File: src/shared/oscpll_pkg.sv
// constants for the oscillator, pll and clock select block
`default_nettype none
package oscpll_pkg;
    // register byte offsets
    localparam logic [7:0] OFS_CLOCK_DIVIDER_REG  = 8'h00;
    localparam logic [7:0] OFS_FBD     = 8'h04;
    localparam logic [7:0] OFS_CTRL    = 8'h08;
    localparam logic [7:0] OFS_STATUS  = 8'h0c;
    localparam logic [7:0] OFS_IRQ_STS = 8'h10;
    localparam logic [7:0] OFS_IRQ_MSK = 8'h14;
    // clock divider register fields
    localparam int PRE_LSB  = 0;
    localparam int PRE_W    = 5;
    localparam int POST_LSB = 6;
    localparam int POST_W   = 2;
    localparam int FRCD_LSB = 8;
    localparam int FRCD_W   = 3;
    localparam int FBD_W    = 9;
    // reset values
    localparam logic [10:0] CLOCK_DIVIDER_REG_RST = 11'h000;
    localparam logic [8:0]  FBD_RST    = 9'h01e;
    // divider encoding offsets
    localparam logic [5:0]  PRE_OFS    = 6'h02;
    localparam logic [9:0]  FBD_OFS    = 10'h002;
    localparam logic [8:0]  FIX_DIV16  = 9'h010;
    // interrupt bits
    localparam int IRQ_FAIL = 0;
    localparam int IRQ_BOOT = 1;
    localparam int IRQ_W    = 2;
    // axi responses
    localparam logic [1:0] RESP_OKAY   = 2'b00;
    localparam logic [1:0] RESP_SLVERR = 2'b10;
    // initial oscillator selection codes
    typedef enum logic [2:0] {
        OSC_FRC      = 3'b000,
        OSC_FRC_PLL  = 3'b001,
        OSC_PRI      = 3'b010,
        OSC_PRI_PLL  = 3'b011,
        OSC_SEC      = 3'b100,
        OSC_LOW_POWER_RC_OSC     = 3'b101,
        OSC_FRC_D16  = 3'b110,
        OSC_FRC_DN   = 3'b111
    } oscpll_mode_e;
    // primary oscillator mode codes
    localparam logic [1:0] PRI_EXT_CLK = 2'b00;
    localparam logic [1:0] PRI_XTAL    = 2'b01;
    localparam logic [1:0] PRI_HS_XTAL = 2'b10;
endpackage
`default_nettype wire

File: src/rtl/oscpll_top.sv
// clock source select, fast rc postscaler, pll divider model and failure monitor
//
// Design decisions made here: the AXI4-Lite interface to the registers and the placing of the registers.
`default_nettype none
module oscpll_top
    import oscpll_pkg::*;
#(
    parameter int FAIL_LIMIT = 4
) (
    // clock and reset
    input  wire logic                  clock,
    input  wire logic                  nrst,
    // oscillator ticks, one cycle per source edge
    input  wire logic                  fast_rc_osc,
    input  wire logic                  primary_osc,
    input  wire logic                  secondary_osc,
    input  wire logic                  low_power_rc_osc,
    // configuration straps
    input  wire logic [2:0]            initial_osc_sel,
    input  wire logic [1:0]            primary_osc_mode_sel,
    // clock outputs as tick pulses, then drive mode, fail flag and interrupt
    output logic                       osc_clock,
    output logic                       instruction_clock,
    output logic                       wdt_ref_clock,
    output logic [1:0]                 primary_drive_mode,
    output logic                       clock_failure_monitor,
    output logic                       irq,
    // axi4-lite slave
    input  wire logic [7:0]            s_axi_awaddr,
    input  wire logic                  s_axi_awvalid,
    output logic                       s_axi_awready,
    input  wire logic [31:0]           s_axi_wdata,
    input  wire logic [3:0]            s_axi_wstrb,
    input  wire logic                  s_axi_wvalid,
    output logic                       s_axi_wready,
    output logic [1:0]                 s_axi_bresp,
    output logic                       s_axi_bvalid,
    input  wire logic                  s_axi_bready,
    input  wire logic [7:0]            s_axi_araddr,
    input  wire logic                  s_axi_arvalid,
    output logic                       s_axi_arready,
    output logic [31:0]                s_axi_rdata,
    output logic [1:0]                 s_axi_rresp,
    output logic                       s_axi_rvalid,
    input  wire logic                  s_axi_rready
);
    // miss counter is eight bits wide and needs at least one reference tick
    if (FAIL_LIMIT < 1 || FAIL_LIMIT > 255) begin : g_limit_check
        $error("FAIL_LIMIT out of range");
    end

    logic [10:0]       clock_divider_reg_ff;
    logic [8:0]        fbd_ff;
    logic              mon_en_ff;
    logic [IRQ_W-1:0]  sts_ff;
    logic [IRQ_W-1:0]  msk_ff;
    oscpll_mode_e      mode_ff;
    logic [1:0]        pmode_ff;
    logic              booted_ff;
    logic              booted_d_ff;
    logic              fail_ff;
    logic [7:0]        miss_ff;
    logic [5:0]        pre_ff;
    logic [9:0]        burst_ff;
    logic [2:0]        post_ff;
    logic [7:0]        frc_ff;
    logic              half_ff;
    logic              osc_ff;
    logic              instr_ff;
    logic              wdt_ff;

    // boot selection: legal codes only, bad primary mode falls back to fast rc
    function automatic oscpll_mode_e boot_mode(input logic [2:0] sel, input logic [1:0] pm);
        oscpll_mode_e m;
        m = oscpll_mode_e'(sel);
        if ((sel == OSC_PRI || sel == OSC_PRI_PLL) && pm == 2'b11) begin
            m = OSC_FRC;
        end
        return m;
    endfunction

    // divider decode, offsets as encoded in the fields
    wire [5:0] n1     = {1'b0, clock_divider_reg_ff[PRE_LSB +: PRE_W]} + PRE_OFS;
    wire [9:0] mfac   = {1'b0, fbd_ff} + FBD_OFS;
    wire [1:0] post_s = clock_divider_reg_ff[POST_LSB +: POST_W];
    wire [2:0] n2     = (post_s == 2'b00) ? 3'd1 : (post_s == 2'b01) ? 3'd3 : 3'd7;
    wire [2:0] frc_s  = clock_divider_reg_ff[FRCD_LSB +: FRCD_W];
    wire [8:0] frc_dn = 9'h002 << frc_s;

    // fail-safe overrides the strap choice
    wire oscpll_mode_e eff_mode = fail_ff ? OSC_FRC : mode_ff;

    // only primary or fast rc may enter the pll
    wire pll_in_tick = (eff_mode == OSC_PRI_PLL) ? primary_osc : fast_rc_osc;
    wire pll_on      = (eff_mode == OSC_PRI_PLL) || (eff_mode == OSC_FRC_PLL);
    wire ref_tick    = pll_on && pll_in_tick && (pre_ff == n1 - 6'd1);
    wire vco_tick    = (burst_ff != 10'h000);
    wire pll_tick    = vco_tick && (post_ff == n2);

    wire [8:0] frc_div  = (eff_mode == OSC_FRC_D16) ? FIX_DIV16 : frc_dn;
    wire       frc_tick = fast_rc_osc && ({1'b0, frc_ff} == frc_div - 9'h001);

    logic fosc_tick;
    always_comb begin
        case (eff_mode)
            OSC_FRC:     fosc_tick = fast_rc_osc;
            OSC_FRC_PLL: fosc_tick = pll_tick;
            OSC_PRI:     fosc_tick = primary_osc;
            OSC_PRI_PLL: fosc_tick = pll_tick;
            OSC_SEC:     fosc_tick = secondary_osc;
            OSC_LOW_POWER_RC_OSC:    fosc_tick = low_power_rc_osc;
            default:     fosc_tick = frc_tick;
        endcase
    end

    // strap capture one cycle after release; reset itself loads constants only
    always_ff @(posedge clock or negedge nrst) begin
        if (!nrst) begin
            booted_ff <= 1'b0;
            mode_ff   <= OSC_FRC;
            pmode_ff  <= PRI_EXT_CLK;
        end else if (!booted_ff) begin
            booted_ff <= 1'b1;
            mode_ff   <= boot_mode(initial_osc_sel, primary_osc_mode_sel);
            pmode_ff  <= primary_osc_mode_sel;
        end
    end

    // pll model: prescale, burst of m vco ticks per reference, postscale
    wire [9:0] nxt_burst = burst_ff - {9'h000, vco_tick} + (ref_tick ? mfac : 10'h000);
    always_ff @(posedge clock or negedge nrst) begin
        if (!nrst) begin
            pre_ff   <= 6'h00;
            burst_ff <= 10'h000;
            post_ff  <= 3'h0;
        end else begin
            if (!pll_on) begin
                pre_ff <= 6'h00;
            end else if (pll_in_tick) begin
                pre_ff <= ref_tick ? 6'h00 : pre_ff + 6'h01;
            end
            burst_ff <= pll_on ? nxt_burst : 10'h000;
            if (vco_tick) begin
                post_ff <= pll_tick ? 3'h0 : post_ff + 3'h1;
            end
        end
    end

    // fast rc postscaler, instruction clock halving, watchdog reference
    always_ff @(posedge clock or negedge nrst) begin
        if (!nrst) begin
            frc_ff   <= 8'h00;
            half_ff  <= 1'b0;
            osc_ff   <= 1'b0;
            instr_ff <= 1'b0;
            wdt_ff   <= 1'b0;
        end else begin
            if (fast_rc_osc) begin
                frc_ff <= frc_tick ? 8'h00 : frc_ff + 8'h01;
            end
            if (fosc_tick) begin
                half_ff <= ~half_ff;
            end
            osc_ff   <= fosc_tick;
            instr_ff <= fosc_tick && half_ff;
            wdt_ff   <= low_power_rc_osc;
        end
    end

    // monitor counts reference ticks without a system tick; sticky until reset
    wire fail_hit = mon_en_ff && low_power_rc_osc && (miss_ff == 8'(FAIL_LIMIT - 1));
    always_ff @(posedge clock or negedge nrst) begin
        if (!nrst) begin
            miss_ff <= 8'h00;
            fail_ff <= 1'b0;
        end else begin
            if (fosc_tick || !mon_en_ff || fail_ff) begin
                miss_ff <= 8'h00;
            end else if (low_power_rc_osc) begin
                miss_ff <= miss_ff + 8'h01;
            end
            if (fail_hit && !fosc_tick && booted_ff) begin
                fail_ff <= 1'b1;
            end
        end
    end

    // axi4-lite: write taken when address and data are both offered
    wire wr_go  = s_axi_awvalid && s_axi_wvalid && !s_axi_bvalid;
    wire rd_go  = s_axi_arvalid && !s_axi_rvalid;
    wire wa_div = (s_axi_awaddr == OFS_CLOCK_DIVIDER_REG);
    wire wa_fbd = (s_axi_awaddr == OFS_FBD);
    wire wa_ctl = (s_axi_awaddr == OFS_CTRL);
    wire wa_sts = (s_axi_awaddr == OFS_IRQ_STS);
    wire wa_msk = (s_axi_awaddr == OFS_IRQ_MSK);
    wire wa_ok  = wa_div || wa_fbd || wa_ctl || wa_sts || wa_msk || (s_axi_awaddr == OFS_STATUS);
    wire [10:0] div_be = {s_axi_wstrb[1] ? s_axi_wdata[10:8] : clock_divider_reg_ff[10:8],
                          s_axi_wstrb[0] ? s_axi_wdata[7:0] : clock_divider_reg_ff[7:0]};
    wire [8:0]  fbd_be = {s_axi_wstrb[1] ? s_axi_wdata[8] : fbd_ff[8],
                          s_axi_wstrb[0] ? s_axi_wdata[7:0] : fbd_ff[7:0]};
    wire [IRQ_W-1:0] clr = (wr_go && wa_sts && s_axi_wstrb[0]) ?
                           s_axi_wdata[IRQ_W-1:0] : '0;
    // delayed boot flag marks the single cycle after strap capture
    always_ff @(posedge clock or negedge nrst) begin
        if (!nrst) begin
            booted_d_ff <= 1'b0;
        end else begin
            booted_d_ff <= booted_ff;
        end
    end
    // fail event only when the fail flag really rises
    wire fail_set = fail_hit && !fosc_tick && booted_ff && !fail_ff;
    wire [IRQ_W-1:0] evt = {booted_ff && !booted_d_ff, fail_set};
    wire [IRQ_W-1:0] nxt_sts = (sts_ff & ~clr) | evt;

    logic [31:0] rd_val;
    logic        rd_ok;
    always_comb begin
        rd_val = 32'h0000_0000;
        rd_ok  = 1'b1;
        if (s_axi_araddr == OFS_CLOCK_DIVIDER_REG) begin
            rd_val[10:0] = clock_divider_reg_ff;
        end else if (s_axi_araddr == OFS_FBD) begin
            rd_val[8:0] = fbd_ff;
        end else if (s_axi_araddr == OFS_CTRL) begin
            rd_val[0] = mon_en_ff;
        end else if (s_axi_araddr == OFS_STATUS) begin
            rd_val[6:0] = {booted_ff, fail_ff, pmode_ff, eff_mode};
        end else if (s_axi_araddr == OFS_IRQ_STS) begin
            rd_val[IRQ_W-1:0] = sts_ff;
        end else if (s_axi_araddr == OFS_IRQ_MSK) begin
            rd_val[IRQ_W-1:0] = msk_ff;
        end else begin
            rd_ok = 1'b0;
        end
    end

    always_ff @(posedge clock or negedge nrst) begin
        if (!nrst) begin
            clock_divider_reg_ff    <= CLOCK_DIVIDER_REG_RST;
            fbd_ff       <= FBD_RST;
            mon_en_ff    <= 1'b1;
            msk_ff       <= '0;
            sts_ff       <= '0;
            s_axi_bvalid <= 1'b0;
            s_axi_bresp  <= RESP_OKAY;
            s_axi_rvalid <= 1'b0;
            s_axi_rresp  <= RESP_OKAY;
            s_axi_rdata  <= 32'h0000_0000;
        end else begin
            sts_ff <= nxt_sts; // set wins over clear
            if (wr_go) begin
                if (wa_div) clock_divider_reg_ff <= div_be;
                if (wa_fbd) fbd_ff <= fbd_be;
                if (wa_ctl && s_axi_wstrb[0]) mon_en_ff <= s_axi_wdata[0];
                if (wa_msk && s_axi_wstrb[0]) msk_ff <= s_axi_wdata[IRQ_W-1:0];
                s_axi_bvalid <= 1'b1;
                s_axi_bresp  <= wa_ok ? RESP_OKAY : RESP_SLVERR;
            end else if (s_axi_bready) begin
                s_axi_bvalid <= 1'b0;
            end
            if (rd_go) begin
                s_axi_rvalid <= 1'b1;
                s_axi_rdata  <= rd_val;
                s_axi_rresp  <= rd_ok ? RESP_OKAY : RESP_SLVERR;
            end else if (s_axi_rready) begin
                s_axi_rvalid <= 1'b0;
            end
        end
    end

    assign s_axi_awready         = wr_go;
    assign s_axi_wready          = wr_go;
    assign s_axi_arready         = rd_go;
    assign osc_clock             = osc_ff;
    assign instruction_clock     = instr_ff;
    assign wdt_ref_clock         = wdt_ff;
    assign primary_drive_mode    = pmode_ff;
    assign clock_failure_monitor = fail_ff;
    assign irq                   = |(sts_ff & msk_ff);

    a_fail_forces_frc: assert property (@(posedge clock) disable iff (!nrst)
        fail_ff |=> (osc_ff == $past(fast_rc_osc))) else $error("fail-safe not on fast rc");
    a_instr_halves: assert property (@(posedge clock) disable iff (!nrst)
        instr_ff |=> !instr_ff) else $error("instruction tick not halved");
    a_instr_cause: assert property (@(posedge clock) disable iff (!nrst)
        instr_ff |-> $past(fosc_tick) && $past(half_ff)) else $error("instruction tick uncaused");
    a_burst_load: assert property (@(posedge clock) disable iff (!nrst)
        (pll_on && ref_tick && !vco_tick) |=> (burst_ff == $past(mfac)))
        else $error("vco burst not m");
    a_pre_wrap: assert property (@(posedge clock) disable iff (!nrst)
        pll_on |-> (pre_ff < n1)) else $error("prescale count overran");
    a_post_wrap: assert property (@(posedge clock) disable iff (!nrst)
        post_ff <= n2) else $error("postscale count overran");
    a_frc_wrap: assert property (@(posedge clock) disable iff (!nrst)
        ({1'b0, frc_ff} < frc_div) || !fast_rc_osc) else $error("fast rc count overran");
    a_erased_boot: assert property (@(posedge clock) disable iff (!nrst)
        (!booted_ff && initial_osc_sel == 3'b111) |=> (mode_ff == OSC_FRC_DN))
        else $error("erased straps not fast rc");
    a_fail_irq: assert property (@(posedge clock) disable iff (!nrst)
        $rose(fail_ff) |-> sts_ff[IRQ_FAIL]) else $error("fail event not flagged");
    a_wdt_ref: assert property (@(posedge clock) disable iff (!nrst)
        low_power_rc_osc |=> wdt_ff) else $error("watchdog reference lost");
    a_bresp_hold: assert property (@(posedge clock) disable iff (!nrst)
        (s_axi_bvalid && !s_axi_bready) |=> (s_axi_bvalid && $stable(s_axi_bresp)))
        else $error("write response dropped");

    c_pll_out: cover property (@(posedge clock) disable iff (!nrst) pll_on && pll_tick);
    c_fail: cover property (@(posedge clock) disable iff (!nrst) $rose(fail_ff));
    c_frc_div: cover property (@(posedge clock) disable iff (!nrst)
        eff_mode == OSC_FRC_DN && frc_tick);
    c_irq: cover property (@(posedge clock) disable iff (!nrst) $rose(irq));
endmodule
`default_nettype wire

File: config.mk
export PLATFORM = sky130hd
export DESIGN_NAME = oscpll_top
export DESIGN_NICKNAME = d
export VERILOG_FILES = /design/src/shared/oscpll_pkg.sv /design/src/rtl/oscpll_top.sv
export SDC_FILE = /design/constraint.sdc
export NUM_CORES = 1
export LEC_CHECK = 0
export ABC_AREA = 1
export ABC_CLOCK_PERIOD_IN_PS = 6600
export BUFFER_PORTS_ARGS = -buffer_cell sky130_fd_sc_hd__buf_4
export CORE_UTILIZATION = 45
export CTS_BUF_LIST = sky130_fd_sc_hd__clkbuf_8
export CTS_CLUSTER_DIAMETER = 120
export DETAILED_ROUTE_END_ITERATION = 10
export PLACE_DENSITY = 0.69
export SLEW_MARGIN = 20
export SYNTH_ARGS = -nofsm -noshare
export SYNTH_HDL_FRONTEND = slang
export SYNTH_SLANG_ARGS = --single-unit
export TNS_END_PERCENT = 5
File: constraint.sdc
create_clock -name clock -period 6.6 [get_ports clock]
set_input_delay 1.98 -clock clock [delete_from_list [all_inputs] [get_ports clock]]
set_output_delay 1.98 -clock clock [all_outputs]
set_load 0.005 [all_outputs]
==> metrics <==
worst min path class=flop to flop; Root Driver=clkbuf_8; die area=about 12000 um^2; Overflow after GRT=0; worst path buffer plus inverter count=3; row cnt=39; Sw Ratio=between 30% and 40%; vias in the first global route=roughly 4500; Pleak=around 3.0 nW; Combinational Power Share=between 15 and 20%; Routed WL per cell=13.57 um; setup TNS=0 ns; pin count of the biggest net entering global routing=60; syn_area_per_cell=7.767 um^2; CP max-delay cell=nand2_1; Pre-Repair DR Iteration Count=5; Clk network pwr share=a little over 30%; post-CTS setup buffer count=0; Max Fanout on Critical Path=22; fillers=between 1000 and 1500; Routed Antenna Nets=0; Buffers on Ports=69; Post-Synthesis Cells=685; CTS tree=done; io pins=about 120; dpl ws=roughly 1.6 ns; ranking of synthesized cells by area=dfrtp_1 39%, nand2_1 8.4%, inv_1 8.3%; Final WS setup=between 1.5 and 2 ns; vias per cell=between 5 and 6; Setup-failing EPs final=0; cell area after synthesis=roughly 5300 um^2; crit start category=input pin; post-synth top area share=between 30% and 40%; Commonest cells post-synth=119 x nand2_1, 118 x inv_1, 82 x dfrtp_1; sequential-to-total area share from yosys stat=approximately two fifths; final cycle utilization of the critical path=~75%; RSZ-0062 raised after global routing=no; Hold Violations, Final=0; worst slew pin tran=roughly 0.74 ns; WP data required=4.62 ns; Vert. Die Dim=about 110 um; CTS resizes=0; number of synthesized flops with an enable pin=0; via count=4687; clock sink count=87; max_cap viols=0; internal power=804.3 uW; library cells used by synthesis=47; worst skew pair latency=about 0.37 ns; Reg power frac=about 52%; Tmin final=4.935 ns; Initial DRC Count=290; crit path DAT=roughly 3.0 ns; gr usage total=a little over a fifth; Hold Buf Count CTS=0; Crit Path Class=input pin to primary output; Num CTS Buffers=9; status=completed; worst vdd ir=108.0 uV; gp weighted congestion=about 0.9; HPWL after DPL=approximately 9700 um; count leader, synth=nand2_1; power per standard cell area=around 190 nW/um^2; Clock Pin Slew Worst Setup and Hold Paths=0.10 ns; Final #Nets=850; Starting Density=between 40% and 50%; Pwr Total=between 1 and 1.5 mW; Min Hold Slack=0.4430 ns; Max-Slew Margin vs Limit=around half; Total Routed Length=between 10000 and 15000 um; CP Cell Sequence=buf_4, nand2_1, inv_1, buf_4; area leader, netlist=dfrtp_1; Longest Clk Path Bufs=2; H-tree depth=3; Primary FF master, synth=dfrtp_1; fmax=0.2026 GHz; worst clock skew=between 0.008 and 0.009 ns; crit end category=primary output; core area=11470 um^2; crit-path max cell delay=around 0.46 ns; share of post-route cells with drive strength above 1=14.45%; Finished Layout Cells=around 900; DRC=0; Slew Limit Fails=0; #FFs+latches synth=87; ant diodes=0; Crit path max-delay family=buffers and inverters; Top cell by count, worst path=buf_4; Placed Cells=between 800 and 900; initial antenna violation count=0; Psw=360.7 uW; first-pass GRT wire length=a little over 20000 um; yosys warns=0; synthesis-to-layout area growth=14.21%; Die X=roughly 110 um; Async SR Flop Fraction=between 90% and 100%
per-stage QoR:
step	util, %	instance area (um^2)
global placement	51.37	5891
CTS	52.98	6076
global route	52.98	6076
floorplan	-	5403
finish	52.98	6076
detailed placement	51.37	5891
power groups by stage:
stage	Clock, mW	Combinational (mW)	Sequential (mW)
after detailed placement	0	0.198	0.620
final	0.359	0.196	0.610
after global placement	0	0.191	0.619
after floorplan	0	0.132	0.611
after CTS	0.367	0.199	0.610
after global routing	0.390	0.225	0.615
final cells by class:
| class | count | area (um^2) | share of cell area, % |
|---|---|---|---|
| Multi-Input combinational cell | 467 | 2549 | 41.95 |
| Sequential cell | 87 | 2183 | 35.93 |
| Timing Repair Buffer | 70 | 525.5 | 8.649 |
| Inverter | 121 | 454.2 | 7.475 |
| Tap cell | 143 | 178.9 | 2.945 |
| Clock buffer | 9 | 123.9 | 2.039 |
| Clock inverter | 7 | 61.31 | 1.009 |
routing by layer:
metal	vias up	GRT usage, %	wire [um]
li1	2334	-	-
met1	2158	28.83	5728
met2	168	32.71	5571
met3	27	3.445	599
met4	0	8.622	363
met5	-	0	0
kinds of logic after synthesis:
family,share of synthesized area [%]
AOI/OAI and AO/OA,11.83
adders and majority gates,6.256
other,0.1412
xor gates and xnor gates,3.457
muxes,0.3763
and+or+nand+nor,24.29
buffers and inverters,12.61
DFF,41.04
flip-flops by register name (all words and copies together), names as in the netlist, 2 cells and up:
register and cells:
frc_ff 8, miss_ff 8, msk_ff 2, s_axi_rdata 11, sts_ff 2, primary_drive_mode 2
post_ff 3, clock_divider_reg_ff 11, burst_ff 10, fbd_ff 9, pre_ff 6, mode_ff 3
final timing paths:
path                                                        start               endpoint  slack, ns  cells after the start
min in group asynchronous                                    nrst  frc_ff[7]$_DFFE_PN0P_       1.52                      1
worst min register to register              booted_d_ff$_DFF_PN0_    sts_ff[1]$_DFF_PN0_       0.44                      1
max in group asynchronous                                    nrst  burst_ff[8]$_DFF_PN0_       4.01                      2
worst max register to register  clock_failure_monitor$_DFFE_PN0P_  burst_ff[8]$_DFF_PN0_       2.46                     21
worst min-delay path                        booted_d_ff$_DFF_PN0_    sts_ff[1]$_DFF_PN0_       0.44                      1
worst max-delay path                                s_axi_arvalid          s_axi_arready       1.66                      4
cell usage in the layout (no fill, tap or decap), drive strengths merged:
cell      Yosys  final
o31ai         4      4
nand2       122    122
nor3         21     21
ha           25     25
o211ai        2      2
mux2i         2      2
buf          27     70
o221a         1      1
inv         120    125
nand4        17     17
fa            1      1
nor4          2      2
nand3b        5      5
or2           5      5
a211o         1      1
xnor2         5      5
nand3        50     50
xor2         16     16
clkinvlp      0      1
a32o          1      1
or4           1      1
dfrtp        82     82
o21a          1      1
and3b         1      1
a31oi         4      4
clkbuf        5      9
nor2         56     56
conb          2     24
a22o          1      1
o21ai        56     56
a221oi        2      2
and3          1      1
dfstp         5      5
a21oi        30     30
a21o          1      1
clkinv        1      2
a21boi        1      1
o22ai         8      8
No activity file was read; power rests on OpenSTA's default activity.
